$ cat config.mk
export PLATFORM = sky130hd
export DESIGN_NAME = iowd_top
export DESIGN_NICKNAME = d
export VERILOG_FILES = /design/src/verilog/iowd_pkg.sv /design/src/verilog/iowd_tick_gen.sv /design/src/verilog/iowd_top.sv
export SDC_FILE = /design/constraint.sdc
export NUM_CORES = 1
export LEC_CHECK = 0
export BUFFER_PORTS_ARGS = -buffer_cell sky130_fd_sc_hd__buf_2
export CAP_MARGIN = 20
export CELL_PAD_IN_SITES_DETAIL_PLACEMENT = 1
export CELL_PAD_IN_SITES_GLOBAL_PLACEMENT = 2
export CORE_ASPECT_RATIO = 0.5
export CORE_MARGIN = 2
export CORE_UTILIZATION = 31
export CTS_BUF_LIST = sky130_fd_sc_hd__clkbuf_8
export CTS_CLUSTER_DIAMETER = 150
export DETAILED_ROUTE_END_ITERATION = 8
export PLACE_DENSITY_LB_ADDON = 0.1
export RECOVER_POWER = 50
export SLEW_MARGIN = 20
export SYNTH_ARGS = -nofsm -noshare
export SYNTH_HDL_FRONTEND = slang
export SYNTH_HIERARCHICAL = 1
export SYNTH_SLANG_ARGS = --single-unit
$ cat constraint.sdc
create_clock -name sys_clk -period 3.1 [get_ports sys_clk]
set_clock_uncertainty 0.15 [all_clocks]
set_input_delay 0.465 -clock sys_clk [delete_from_list [all_inputs] [get_ports sys_clk]]
set_output_delay 0.465 -clock sys_clk [all_outputs]
set_load 0.005 [all_outputs]
$ cat src/verilog/iowd_pkg.sv
package iowd_pkg;
   // ==========================================
   // Port map
   localparam logic [15:0] IOWD_PORT_ADDR    = 16'h0443;
   localparam logic [7:0]  IOWD_CODE_MIN     = 8'h01;
   localparam logic [7:0]  IOWD_CODE_MAX     = 8'h3E;
   localparam logic [7:0]  IOWD_INTERVAL_RST = 8'h00;
   // ==========================================
   // Timing
   localparam int unsigned IOWD_CLK_HZ       = 40_000_000;
   localparam int unsigned IOWD_TICK_SEC     = 1;
   localparam int unsigned IOWD_TICK_CYCLES  = IOWD_CLK_HZ * IOWD_TICK_SEC;
   localparam int unsigned IOWD_SYNC_DEPTH   = 3;
   // ==========================================
   // Carrier for one host I/O access
   typedef struct packed {
      logic [15:0] addr;
      logic [7:0]  wdata;
      logic        wr;
      logic        rd;
   } iowd_io_req_t;

   typedef enum logic [1:0] {
      IOWD_CMD_NONE,
      IOWD_CMD_LOAD,
      IOWD_CMD_STOP
   } iowd_cmd_t;
endpackage : iowd_pkg

$ cat src/verilog/iowd_tick_gen.sv
`timescale 1ns/1ps
// ==========================================
// One-second tick, restarted on every load
module iowd_tick_gen #(
   parameter int unsigned TICK_CYCLES = iowd_pkg::IOWD_TICK_CYCLES
) (
   // Clock and reset
   input  wire logic sys_clk,
   input  wire logic rst_b,
   // Control
   input  wire logic restart,
   input  wire logic run,
   // Tick
   output logic      tick
);
   localparam int unsigned CW = $clog2(TICK_CYCLES + 1);
   localparam logic [CW-1:0] LAST = CW'(TICK_CYCLES - 1);

   logic [CW-1:0] cnt_r;
   logic [CW-1:0] cnt_nxt;

   always_comb begin
      cnt_nxt = cnt_r;
      if (restart || !run) begin
         cnt_nxt = '0;
      end else if (cnt_r == LAST) begin
         cnt_nxt = '0;
      end else begin
         cnt_nxt = cnt_r + CW'(1);
      end
   end

   always_ff @(posedge sys_clk) begin
      if (!rst_b) begin
         cnt_r <= '0;
      end else begin
         cnt_r <= cnt_nxt;
      end
   end

   assign tick = run && !restart && (cnt_r == LAST);
endmodule : iowd_tick_gen

$ cat src/verilog/iowd_top.sv
`timescale 1ns/1ps
// Behaviour
// - One I/O port at 443h; a write loads the interval and starts counting.
// - Codes 01h..3Eh give 1..62 seconds; host writes only these.
// - Each further write reloads the countdown with the new interval.
// - A read of the port stops and disarms the countdown.
// - Armed countdown expiring unrefreshed resets processor or raises interrupt.
module iowd_top #(
   parameter int unsigned TICK_CYCLES = iowd_pkg::IOWD_TICK_CYCLES
) (
   // Clock and reset
   input  wire logic        sys_clk,
   input  wire logic        rst_b,
   // Host I/O access, one cycle strobes on sys_clk
   input  wire logic [15:0] io_addr,
   input  wire logic [7:0]  io_wdata,
   input  wire logic        io_wr,
   input  wire logic        io_rd,
   output logic [7:0]       io_rdata,
   output logic             io_sel,
   // Expiry action select pin: 0 reset, 1 interrupt
   input  wire logic        act_irq_pin,
   // Status and expiry outputs
   output logic             armed,
   output logic [7:0]       interval,
   output logic             cpu_reset_req,
   output logic             cpu_irq_req
);
   // ==========================================
   // Access decode
   iowd_pkg::iowd_io_req_t req;
   iowd_pkg::iowd_cmd_t    cmd;

   function automatic logic hit(input logic [15:0] a);
      hit = (a == iowd_pkg::IOWD_PORT_ADDR);
   endfunction : hit

   assign req = '{addr: io_addr, wdata: io_wdata, wr: io_wr, rd: io_rd};
   assign io_sel = hit(req.addr) && (req.wr || req.rd);

   always_comb begin
      cmd = iowd_pkg::IOWD_CMD_NONE;
      if (hit(req.addr) && req.rd) begin
         cmd = iowd_pkg::IOWD_CMD_STOP;
      end else if (hit(req.addr) && req.wr) begin
         cmd = iowd_pkg::IOWD_CMD_LOAD;
      end
   end

   // ==========================================
   // Action select pin: three-stage synchroniser
   logic [2:0] sel_sync_r;
   logic [2:0] sel_sync_nxt;
   logic       sel_irq_r;
   logic       sel_irq_nxt;

   always_comb begin
      sel_sync_nxt = {sel_sync_r[1:0], act_irq_pin};
      sel_irq_nxt  = sel_irq_r;
      if (sel_sync_r[1] == sel_sync_r[2]) begin
         sel_irq_nxt = sel_sync_r[2];
      end
   end

   always_ff @(posedge sys_clk) begin
      if (!rst_b) begin
         sel_sync_r <= 3'h0;
         sel_irq_r  <= 1'b0;
      end else begin
         sel_sync_r <= sel_sync_nxt;
         sel_irq_r  <= sel_irq_nxt;
      end
   end

   // ==========================================
   // Countdown
   logic       armed_r;
   logic       armed_nxt;
   logic [7:0] remain_r;
   logic [7:0] remain_nxt;
   logic [7:0] ivl_r;
   logic [7:0] ivl_nxt;
   logic       rst_req_r;
   logic       rst_req_nxt;
   logic       irq_r;
   logic       irq_nxt;
   logic       tick;
   logic       expire;

   iowd_tick_gen #(
      .TICK_CYCLES (TICK_CYCLES)
   ) u_tick (
      .sys_clk (sys_clk),
      .rst_b   (rst_b),
      .restart (cmd == iowd_pkg::IOWD_CMD_LOAD),
      .run     (armed_r),
      .tick    (tick)
   );

   assign expire = armed_r && tick && (remain_r == 8'h01);

   always_comb begin
      armed_nxt   = armed_r;
      remain_nxt  = remain_r;
      ivl_nxt     = ivl_r;
      rst_req_nxt = rst_req_r;
      irq_nxt     = irq_r;
      case (cmd)
         iowd_pkg::IOWD_CMD_LOAD: begin
            // Code 00h would wrap to FFh at the first tick; treat as a stop instead
            ivl_nxt    = req.wdata;
            remain_nxt = req.wdata;
            armed_nxt  = (req.wdata != 8'h00);
            irq_nxt    = 1'b0;
         end
         iowd_pkg::IOWD_CMD_STOP: begin
            armed_nxt = 1'b0;
            irq_nxt   = 1'b0;
         end
         default: begin
            if (expire) begin
               armed_nxt = 1'b0;
               remain_nxt = 8'h00;
               if (sel_irq_r) begin
                  irq_nxt = 1'b1;
               end else begin
                  rst_req_nxt = 1'b1;
               end
            end else if (armed_r && tick) begin
               remain_nxt = remain_r - 8'h01;
            end
         end
      endcase
      // Reset pulse lasts one cycle; system reset follows outside
      if (rst_req_r) begin
         rst_req_nxt = 1'b0;
      end
   end

   always_ff @(posedge sys_clk) begin
      if (!rst_b) begin
         armed_r   <= 1'b0;
         remain_r  <= iowd_pkg::IOWD_INTERVAL_RST;
         ivl_r     <= iowd_pkg::IOWD_INTERVAL_RST;
         rst_req_r <= 1'b0;
         irq_r     <= 1'b0;
      end else begin
         armed_r   <= armed_nxt;
         remain_r  <= remain_nxt;
         ivl_r     <= ivl_nxt;
         rst_req_r <= rst_req_nxt;
         irq_r     <= irq_nxt;
      end
   end

   // ==========================================
   // Read data: interval last written
   logic [7:0] rdata_r;
   logic [7:0] rdata_nxt;

   always_comb begin
      rdata_nxt = rdata_r;
      if (cmd == iowd_pkg::IOWD_CMD_STOP) begin
         rdata_nxt = ivl_r;
      end
   end

   always_ff @(posedge sys_clk) begin
      if (!rst_b) begin
         rdata_r <= 8'h00;
      end else begin
         rdata_r <= rdata_nxt;
      end
   end

   assign io_rdata      = rdata_r;
   assign armed         = armed_r;
   assign interval      = ivl_r;
   assign cpu_reset_req = rst_req_r;
   assign cpu_irq_req   = irq_r;
endmodule : iowd_top

==> metrics.md, run 1 <==
| Metric | Value |
|---|---|
| Status | finished, final reports clean |
| Filler cell count | 1041 |
| Clock sink count | 57 |
| #FFs+latches synth | between 50 and 60 |
| Row Count | 24 |
| Total power draw | 0.00150 W |
| CTS buffer count | 9 |
| Overflow after GRT | 0 |
| Tmin final | just under 3 ns |
| Post-synth EDFFs | 0 |
| Part of the power in registers | ~49% |
| # port buffers | 48 |
| Sequential-to-total area share from yosys stat | a little over two fifths |
| Peak supply drop | approximately 0.19 mV |
| Largest net degree at the start of global routing | 23 |
| Max_slew headroom | a little under three fifths |
| DR WL/cell | ~15 um |
| Post-DR vias/cell | 5.20 |
| Starting DRT DRC Count | around 190 |
| CTS root buffer | clkbuf_8 |
| Endpoints failing hold | 0 |
| Worst EP required | 3.23 ns |
| CTS tree | built |
| Total GRT Usage | 17.4% |
| Combinational share of power | under 10% |
| Io pins | between 40 and 50 |
| Place WS | between 0.015 and 0.02 ns |
| Max Slew Vio Count | 0 |
| Final Wtd Congestion | 0.851 |
| Tcrit/Tclk final | a little over nine tenths |
| Sw power | approximately 0.00032 W |
| CTS resizes | 0 |
| Internal | between 0.001 and 0.0015 W |
| Vias in the first global route | ~2600 |
| Chip width | 137 um |
| Asr flop ratio synth | 0% |
| Share of total power in the clock network | 48.5% |
| # diodes | 0 |
| Crit Path Max Fanout | 5 |
| Final worst setup slack | around 0.17 ns |
| Mean Syn Cell Area | around 8.5 sq um |
| RSZ-0062 raised after global routing | false |
| Arrival time at the worst endpoint | approximately 3 ns |
| Clk_lat worst skew | ~0.34 ns |
| H-tree lvl count | 3 |
| Leakage | about 1.2 nW |
| CTS Hold Bufs | 0 |
| Post-DP HPWL | roughly 5700 um |
| Final setup viols | 0 |
| DIE HEIGHT | between 70 and 80 um |
| Prevailing post-synth register cell | dfxtp_1 |
| Critical path type | flip-flop to flip-flop |
| CP Capture Type | flip-flop |
| First-pass GRT wire length | between 10000 and 15000 um |
| Type of origin of the critical path | flip-flop |
| Final #Nets | 414 |
| Crit. Startpoint | u_tick/cnt_r[20] |
| Core footprint | about 0.0086 sq mm |
| CTS Buffer Depth | 2 |
| F_max | roughly 0.34 GHz |
| Layout cell share with drive strength beyond 1 | 21.4% |
| Syn Nets | between 300 and 400 |
| Setup Buffers After CTS | 0 |
| Hold path start | act_irq_pin |
| Measured slew at the worst slew-check pin | ~0.64 ns |
| FF-to-FF Start | u_tick/cnt_r[20] |
| Mapped Area | approximately 0.0027 sq mm |
| Max Cap Violations | 0 |
| Yosys cell types | 47 |
| Syn Inst Count | 322 |
| Pwr per Cell Area | around 450 mW/mm^2 |
| Clock slew at reported path FFs | around 0.07 ns |
| Antenna viol nets, final | 0 |
| Vias | 2623 |
| Hold Path Class | input pin to flip-flop |
| Synth-to-Final Area Change | 21.6% |
| Sw Share | approximately a fifth |
| Initial DRT Pass Iterations | 4 |
| Initial antenna violation count | 0 |
| Synth Warn # | 6 |
| DRC viols | 0 |
| Initial Util | between 30% and 40% |
| Die area | 0.00965 sq mm |
| Post-Route WL | ~7700 um |
## cell usage in the layout, fill, tap and decap left out, types with 6 or more instances in the layout
cell type  count
nor4_1        10
nand4_1        8
o21ai_0       13
xor2_1         6
nor2_1        15
nand2_1       51
clkbuf_1      13
inv_1         12
or3_1          8
xnor2_1        8
clkbuf_8      12
buf_2         38
buf_4         11
nor3_1        16
dfxtp_1       57
nand3_1       14
a211oi_2       6
a21oi_1       29
## layer usage
layer | wire length (um) | track usage [%]
met1 | 3700 | 22.8
met2 | 3500 | 27.0
met3 | 450 | 6.17
met4 | 47 | 4.70
met5 | 0 | 0
## sequential cells by signal (all words and copies together), names as in the netlist
| register | count |
|---|---|
| sel_irq_r | 1 |
| u_tick/cnt_r | 26 |
| cpu_reset_req | 1 |
| sel_sync_r | 3 |
| cpu_irq_req | 1 |
| armed | 1 |
| remain_r | 8 |
| interval | 8 |
| io_rdata | 8 |
## layout make-up
| class | instances | area, sq um | share of cell area, % |
|---|---|---|---|
| clock buffer | 12 | 165 | 4.96 |
| clock inverter | 4 | 42.5 | 1.28 |
| inverter | 11 | 41.3 | 1.24 |
| multi-input combinational | 241 | 1470 | 44.2 |
| sequential | 57 | 1140 | 34.3 |
| tap | 117 | 146 | 4.40 |
| timing repair buffer | 62 | 322 | 9.65 |
## per-stage QoR
| step | hold slack, ns | TNS [ns] | instances | cell area, sq um | utilization, % |
|---|---|---|---|---|---|
| floorplan | 0.262 | -0.0120 | 322 | 2750 | - |
| global placement | 0.262 | 0 | 488 | 3160 | 36.6 |
| detailed placement | 0.269 | 0 | 488 | 3160 | 36.6 |
| CTS | 0.155 | 0 | 504 | 3370 | 39.0 |
| global route | 0.161 | 0 | 504 | 3330 | 38.5 |
| finish | 0.179 | 0 | 504 | 3330 | 38.5 |
## critical path, cell delays in order (launching register included)
cell and delay (ns):
dfxtp_1 0.31, or4_1 0.51, or3_1 0.39, nor4_4 0.25, and3b_1 0.20, and2_4 0.16, a21boi_2 0.17, and3_1 0.21
or4b_4 0.45, o21ai_1 0.08
## power by group through the flow
stage	logic, W	clock network, W	registers, W
3_3_place_gp	0.0000387	0	0.000751
6_report	0.0000372	0.000727	0.000734
4_1_cts	0.0000390	0.000758	0.000734
2_1_floorplan	0.0000115	0	0.000751
3_5_place_dp	0.0000388	0	0.000751
5_1_grt	0.0000425	0.000794	0.000734
## synthesized netlist by cell type (3+ instances only)
cell	number	share of area, %
or4_1	6	1.6
nand3_1	14	2.6
o21ai_0	13	2.4
a211oi_1	3	0.82
or4_4	3	1.2
nor4_1	9	2.1
a21oi_1	29	5.3
ha_1	3	1.4
nand2_1	51	7.0
o31ai_1	5	1.4
buf_4	4	1.1
and3_1	4	0.91
a211oi_2	6	2.7
xor2_1	6	1.9
nor3_1	16	2.9
xnor2_1	8	2.6
dfxtp_1	57	42
nand4_1	8	1.8
inv_1	10	1.4
or3_1	8	1.8
and2_1	6	1.4
and4_1	3	0.96
clkbuf_1	6	0.82
nor2_1	15	2.1
## final timing paths
kind                    to  slack (ns)  cells after the start
max            remain_r[5]        0.17                      9
max reg2reg    remain_r[5]        0.17                      9
min          sel_sync_r[0]        0.18                      2
min reg2reg  cpu_reset_req        0.27                      1
## kinds of logic after synthesis
logic type	share of synthesized area (%)
XOR/XNOR	4.47
flip-flops	41.6
multiplexers	0.731
buffers and inverters	4.43
AND/OR/NAND/NOR	32.4
adder cells (fa/ha/maj)	1.37
AO/OA/AOI/OAI	14.9
(Power assumes the default switching activity.)
==> inputs of run 2 (changes only) <==
==> constraint.sdc (replaced) <==
create_clock -name sys_clk -period 3.1 [get_ports sys_clk]
set_clock_uncertainty 0.15 [all_clocks]
set_input_delay 0.93 -clock sys_clk [delete_from_list [all_inputs] [get_ports sys_clk]]
set_output_delay 0.93 -clock sys_clk [all_outputs]
set_load 0.005 [all_outputs]
==> run 2 against run 1 <==
Net effect:
- the flow now finishes with violations (setup timing)
- fmax fell by 11%
- via count rose by 0.38%
- setup slack got worse by 0.36 ns
- die area did not move
- final cell count rose by 2.2%
- worst hold slack improved by 0.10 ns
- wire length rose by 5.4%
- combinational power rose by 8.6%
- power rose by 0.33%
- largest power group unchanged
- sequential share of layout area fell by 2.5 points
- highest routed layer unchanged
- first-iteration DRC count fell by 33%
==> metrics.md, run 2 (same netlist as run 1, synthesis figures left out) <==
| Metric | Value |
|---|---|
| Max Cap Violations | 0 (unchanged) |
| Synth-to-Final Area Change | 31.2% |
| Antenna viol nets, final | 0 (unchanged) |
| DR WL/cell | 15.7 um (+3.2%) |
| Final Wtd Congestion | 0.839 (-1.4%) |
| Total GRT Usage | 18.2% (+0.81 points) |
| Reg2reg setup slack | 0.02 ns (-0.15 ns) |
| Hold Crit Depth | 1 (-1) |
| Clock sink count | 57 (unchanged) |
| CTS tree | built |
| Row Count | 24 (unchanged) |
| Worst EP required | 2.02 ns (-1.21 ns) |
| Worst path bufs/invs | 4 (+4) |
| CTS root buffer | clkbuf_8 |
| Max Slew Vio Count | 0 (unchanged) |
| Final Non-Filler Cells | 515 (+2.2%) |
| Final setup viols | 26 (+26) |
| Most common cell after layout, fill and taps aside | dfxtp_1 |
| Tmin final | 3.29 ns (+0.355 ns) |
| CTS buffer count | 9 (unchanged) |
| Failing checks | setup timing |
| Status | finished, violations left |
| Crit path max-delay family | simple AND/OR/NAND/NOR gates |
| Hold path start | sel_sync_r[0] |
| CTS Hold Bufs | 0 (unchanged) |
| F_max | 0.304 GHz (-11%) |
| H-tree lvl count | 3 (unchanged) |
| Most flops, register | u_tick/cnt_r |
| First-pass GRT wire length | 13600 um (+3.6%) |
| Crit path cell chain | buf_6, or4_4, nor4_4, buf_4, nand2_4, inv_2, buf_6 |
| Layout cell share with drive strength beyond 1 | 30.4% (+9.0 points) |
| Vias | 2633 (+0.38%) |
| Largest register FFs | 26 (unchanged) |
| Leakage | 1.27 nW (+11%) |
| Vias in the first global route | 2781 (+5.0%) |
| DRC viols | 0 (unchanged) |
| Starting DRT DRC Count | 124 (-33%) |
| Endpoints failing hold | 0 (unchanged) |
| Max stage delay cell, worst path | or4_4 |
| Clk_lat worst skew | 0.34 ns (about the same) |
| Io pins | 49 (unchanged) |
| Hold Path Class | flip-flop to flip-flop |
| # port buffers | 48 (unchanged) |
| # diodes | 0 (unchanged) |
| Core footprint | 0.00865 sq mm (unchanged) |
| Commonest cells after routing, fill and taps aside | dfxtp_1 (57), nand2_1 (48), buf_2 (37) |
| Initial DRT Pass Iterations | 4 (unchanged) |
| Area of the multi-input gates | 0.00160 sq mm (+8.3%) |
| Final #Nets | 427 (+3.1%) |
| Critical path type | input pin to output pin |
| DP Area | 0.00334 sq mm (+5.5%) |
| CP Capture Type | output pin |
| CTS Buffer Depth | 2 (unchanged) |
| Die area | 0.00965 sq mm (unchanged) |
| Largest net degree at the start of global routing | 23 (unchanged) |
| FF/Latch Area | 0.00114 sq mm (unchanged) |
| Max_slew headroom | 29.0% (-28 points) |
| Initial Util | 31.7% (unchanged) |
| Count of placed standard cells including taps | 498 (+2.0%) |
| Setup TNS | -2.00 ns (-2.00 ns) |
| Most used cell along the critical path | buf_6 |
| Type of origin of the critical path | input pin |
| Design area | 0.00359 sq mm (+7.9%) |
| Sink of the worst hold path | sel_sync_r[1] |
| Filler cell count | 1048 (+0.67%) |
| Crit Path Max Fanout | 2 (-3) |
| FF-to-FF End | remain_r[5] |
| Post-DP HPWL | 5940 um (+4.6%) |
| Post-DR vias/cell | 5.11 (-1.8%) |
| Pwr per Cell Area | 418 mW/mm^2 (-7.0%) |
| Worst path max stage delay | 0.53 ns (+0.02 ns) |
| Tcrit/Tclk final | 106% (+11 points) |
| RSZ-0062 raised after global routing | true |
| Arrival time at the worst endpoint | 2.21 ns (-0.85 ns) |
| Post-Route WL | 8110 um (+5.4%) |
| Final worst setup slack | -0.189 ns (-0.355 ns) |
| Measured slew at the worst slew-check pin | 1.06 ns (+0.427 ns) |
| Overflow after GRT | 0 (unchanged) |
| FF-to-FF Start | u_tick/cnt_r[20] |
| Crit. Startpoint | io_addr[2] |
| Chip width | 137 um (unchanged) |
| DIE HEIGHT | 70.5 um (unchanged) |
| Initial antenna violation count | 0 (unchanged) |
| Peak supply drop | 0.190 mV (-1.3%) |
| Clock slew at reported path FFs | 0.06 ns (about the same) |
| Cell depth of the worst flop-to-flop path | 9 (unchanged) |
-- run 2: changes by cell type in the layout (fill, tap and decap cells not counted), sizes merged --
cell / change
buf: +17
clkbuf: -7
bufinv: +1
-- run 2: cell type report --
type / count / area share (%)
inverters: 11 / 1.15
clock buffers: 9 / 3.45
multi-input cells: 241 / 44.4
clock inverters: 5 / 2.05
flip-flops and latches: 57 / 31.7
well taps: 117 / 4.07
repair buffers: 75 / 13.2
-- run 2: how the worst max path moves through the flow --
stage | end | slack (ns) | depth (start not counted)
final | io_sel | -0.19 | 7
after CTS | io_sel | -0.19 | 7
after detailed placement | io_sel | -0.32 | 7
after floorplan | remain_r[5] | -0.45 | 11
after global placement | io_sel | -0.31 | 7
after global routing | io_sel | -0.22 | 7
-- run 2: through the flow --
step	utilization, %	total power [W]	setup WS (ns)	hold WS (ns)
3_3_place_gp	38.6	0.000789	-0.307	0.252
2_1_floorplan	-	0.000762	-0.454	0.262
6_report	41.6	0.00150	-0.189	0.284
3_5_place_dp	38.6	0.000789	-0.320	0.278
4_1_cts	41.5	0.00153	-0.191	0.284
5_1_grt	41.6	0.00158	-0.217	0.304
-- run 2: repair_timing --
action                     in CTS  in global routing
cloned                          0                  0
setup buffers                   3                  0
gates resized for setup         7                  7
pin swaps                       2                  6
setup endpoints to repair       2                  7
-- run 2: layer usage --
layer	GRT usage [%]	vias up	routed length, um
li1	-	1317	-
met1	22.6	1258	3790
met2	29.8	50	3900
met3	6.83	8	354
met4	4.24	0	69
met5	0	-	0
-- run 2: report_power, final --
part | total, W | switching [W] | internal, W
clock | 0.000729 | 0.000291 | 0.000437
combinational | 0.0000404 | 0.0000214 | 0.0000190
sequential | 0.000735 | 0.000000598 | 0.000734
total | 0.00150 | 0.000313 | 0.00119
==> inputs of run 3 (changes only) <==
--- a/config.mk
+++ b/config.mk
@@ -5,18 +5,20 @@
 export SDC_FILE = /design/constraint.sdc
 export NUM_CORES = 1
 export LEC_CHECK = 0
+export ABC_AREA = 1
 export BUFFER_PORTS_ARGS = -buffer_cell sky130_fd_sc_hd__buf_2
 export CAP_MARGIN = 20
 export CELL_PAD_IN_SITES_DETAIL_PLACEMENT = 1
 export CELL_PAD_IN_SITES_GLOBAL_PLACEMENT = 2
 export CORE_ASPECT_RATIO = 0.5
 export CORE_MARGIN = 2
-export CORE_UTILIZATION = 31
+export CORE_UTILIZATION = 29
 export CTS_BUF_LIST = sky130_fd_sc_hd__clkbuf_8
 export CTS_CLUSTER_DIAMETER = 150
 export DETAILED_ROUTE_END_ITERATION = 8
 export PLACE_DENSITY_LB_ADDON = 0.1
 export RECOVER_POWER = 50
+export SKIP_CTS_REPAIR_TIMING = 1
 export SLEW_MARGIN = 20
 export SYNTH_ARGS = -nofsm -noshare
 export SYNTH_HDL_FRONTEND = slang
==> run 3 against run 2 <==
Net effect:
- the run now ends clean
- via count up 14%
- synthesized cell count up 45%
- final cell count up 29%
- sequential cell count unchanged
- clock power rose by 4.7%
- sequential power about the same
- critical path type unchanged
- critical endpoint unchanged
- largest power group is now clock
==> metrics.md, run 3 <==
| Metric | Value |
|---|---|
| Yosys cell types | 31 (-34%) |
| Mapped Area | 0.00309 sq mm (+13%) |
| Io pins | 49 (unchanged) |
| Tmin final | 2.87 ns (-0.418 ns) |
| Peak supply drop | 0.161 mV (-15%) |
| Status | finished, final reports clean |
| #FFs+latches synth | 57 (unchanged) |
| Internal | 0.00120 W (+0.46%) |
| Layout cell share with drive strength beyond 1 | 16.9% (-13 points) |
| Worst path max stage delay | 0.20 ns (-0.33 ns) |
| Largest register FFs | 26 (unchanged) |
| Crit Path Max Fanout | 3 (+1) |
| Leading post-synthesis cells by cell area | dfxtp_1 (37%), nand2_1 (16%), nor2_1 (10%) |
| Post-DR vias/cell | 4.50 (-12%) |
| Crit path max-delay family | simple AND/OR/NAND/NOR gates |
| Total power draw | 0.00154 W (+2.4%) |
| Post-DP HPWL | 6520 um (+9.9%) |
| Row Count | 26 (+8.3%) |
| Worst path bufs/invs | 2 (-2) |
| First-pass GRT wire length | 14500 um (+7.3%) |
| Final Wtd Congestion | 0.776 (-7.6%) |
| Pwr per Cell Area | 421 mW/mm^2 (+0.64%) |
| Synth top area share | 36.9% (-4.7 points) |
| Sw power | 0.000344 W (+9.8%) |
| DRC viols | 0 (unchanged) |
| Measured slew at the worst slew-check pin | 0.675 ns (-0.389 ns) |
| DR WL/cell | 12.9 um (-18%) |
| RSZ-0062 raised after global routing | false |
| H-tree lvl count | 3 (unchanged) |
| DP Area | 0.00346 sq mm (+3.7%) |
| Initial antenna violation count | 0 (unchanged) |
| # diodes | 0 (unchanged) |
| Prevailing post-synth register cell | dfxtp_1 |
| CTS Buffer Depth | 2 (unchanged) |
| Most flops, register | u_tick/cnt_r |
| Worst EP required | 2.02 ns (about the same) |
| Part of the power in registers | 47.7% (-1.2 points) |
| Combinational share of power | 2.8% (about the same) |
| Vias in the first global route | 2993 (+7.6%) |
| CTS tree | built |
| Final #Nets | 553 (+30%) |
| Final setup viols | 0 (-100%) |
| CP Capture Type | output pin |
| Design area | 0.00366 sq mm (+1.7%) |
| Tcrit/Tclk final | 92.6% (-13 points) |
| Chip width | 150 um (+9.5%) |
| Clock slew at reported path FFs | 0.07 ns (about the same) |
| Commonest cells after routing, fill and taps aside | nand2_1 (128), nor2_1 (82), dfxtp_1 (57) |
| Filler cell count | 1386 (+32%) |
| Mean Syn Cell Area | 6.62 sq um (-22%) |
| Share of total power in the clock network | 49.5% (+1.0 points) |
| Hold Path Class | flip-flop to flip-flop |
| Post-synth EDFFs | 0 (unchanged) |
| Leakage | 1.52 nW (+19%) |
| Cell taking the most area after synthesis | dfxtp_1 |
| Core footprint | 0.0103 sq mm (+19%) |
| Most common cell after layout, fill and taps aside | nand2_1 |
| F_max | 0.348 GHz (+15%) |
| Clock sink count | 57 (unchanged) |
| Most instantiated cells after synthesis | nand2_1 (128), nor2_1 (82), dfxtp_1 (57) |
| Total GRT Usage | 16.0% (-2.2 points) |
| Overflow after GRT | 0 (unchanged) |
| Post-Route WL | 8600 um (+6.0%) |
| DIE HEIGHT | 77.0 um (+9.3%) |
| Vias | 2999 (+14%) |
| # port buffers | 48 (unchanged) |
| CTS buffer count | 9 (unchanged) |
| Syn Nets | 499 (+41%) |
| Starting DRT DRC Count | 83 (-33%) |
| Count leader, synth | nand2_1 |
| Max stage delay cell, worst path | nor2_4 |
| Sequential-to-total area share from yosys stat | 36.9% (-4.7 points) |
| Type of origin of the critical path | input pin |
| Setup TNS | 0 ns (+2.00 ns) |
| Max_slew headroom | 55.0% (+26 points) |
| Max Cap Violations | 0 (unchanged) |
| WHS | 0.268 ns (-0.0156 ns) |
| CTS root buffer | clkbuf_8 |
| Crit path cell chain | buf_2, nor2_1, nand2_1, nor2_4, nand3_4, nand2_1, buf_2 |
| Antenna viol nets, final | 0 (unchanged) |
| Asr flop ratio synth | 0% (unchanged) |
| Syn Inst Count | 467 (+45%) |
| Initial DRT Pass Iterations | 4 (unchanged) |
| Synth-to-Final Area Change | 18.3% |
| Max Slew Vio Count | 0 (unchanged) |
| Sw Share | 22.3% (+1.5 points) |
| Die area | 0.0116 sq mm (+20%) |
| Synth Warn # | 6 (unchanged) |
| Clk_lat worst skew | 0.34 ns (about the same) |
| Endpoints failing hold | 0 (unchanged) |
| Largest net degree at the start of global routing | 26 (+13%) |
| Critical path type | input pin to output pin |
| Arrival time at the worst endpoint | 1.79 ns (-0.42 ns) |
| Initial Util | 30.1% (-1.6 points) |
## run 3: cell count changes in the layout (fill, tap and decap cells not counted), moves of 7 or more
| cell | previous run | this run |
|---|---|---|
| a211oi_2 | 7 | 0 |
| buf_4 | 22 | 3 |
| inv_1 | 11 | 56 |
| nand2_1 | 48 | 128 |
| nand3_1 | 14 | 38 |
| nor2_1 | 14 | 82 |
| nor2_2 | 1 | 10 |
| nor3_2 | 12 | 0 |
| o21ai_0 | 13 | 4 |
| or3_1 | 7 | 0 |
## run 3: final timing paths
check / startpoint / end / slack (ns) / depth (start not counted)
worst min-delay path: sel_sync_r[0] / sel_sync_r[1] / 0.27 / 2
worst min register to register: sel_sync_r[0] / sel_sync_r[1] / 0.27 / 2
worst max-delay path: io_addr[3] / io_sel / 0.23 / 7
worst max register to register: u_tick/cnt_r[0] / remain_r[7] / 0.49 / 16
## run 3: cell type report
| class | count | area, sq um | share of cell area [%] |
|---|---|---|---|
| Timing Repair Buffer | 51 | 250 | 6.84 |
| Inverter | 61 | 230 | 6.29 |
| Sequential cell | 57 | 1140 | 31.2 |
| Clock buffer | 9 | 124 | 3.39 |
| Multi-Input combinational cell | 341 | 1650 | 45.1 |
| Clock inverter | 7 | 86.3 | 2.36 |
| Tap cell | 140 | 175 | 4.79 |
## run 3: metal layers
metal	global-route usage, %	vias up	part of all wire, %
met5	0	-	0
met4	3.96	0	0.93
met3	5.42	7	4.2
met2	26.2	49	45
met1	20.4	1379	50
li1	-	1564	-
## run 3: kinds of logic (layout without fill, tap and decap cells)
kind of cell,after synthesis,count (layout),synth area share (%)
AOI/OAI and AO/OA,28,28,4.53
DFF,57,57,36.9
and+or+nand+nor,297,297,44.0
buffers and inverters,69,128,9.71
xor gates and xnor gates,13,13,3.68
adders and majority gates,3,3,1.21
## run 3: stage by stage
stage	std cells	setup slack, ns	util (%)
3_5_place_dp	650	0.114	33.7
5_1_grt	666	0.145	35.6
6_report	666	0.229	35.6
4_1_cts	666	0.210	35.7
3_3_place_gp	650	0.0961	33.7
2_1_floorplan	467	0.288	-
## run 3: tightest hold or removal path: cells and delay by family (launching register included)
family,cells,cell delay [ns]
buffers and inverters,1,0.04
and+or+nand+nor,1,0.05
DFF,1,0.31
## run 3: power by group through the flow
stage                     Combinational (W)  Clock, W  Sequential (W)
after floorplan                   0.0000154         0        0.000751
after global placement            0.0000437         0        0.000751
after detailed placement          0.0000440         0        0.000751
after CTS                         0.0000440  0.000793        0.000734
after global routing              0.0000488  0.000831        0.000734
final                             0.0000427  0.000763        0.000734
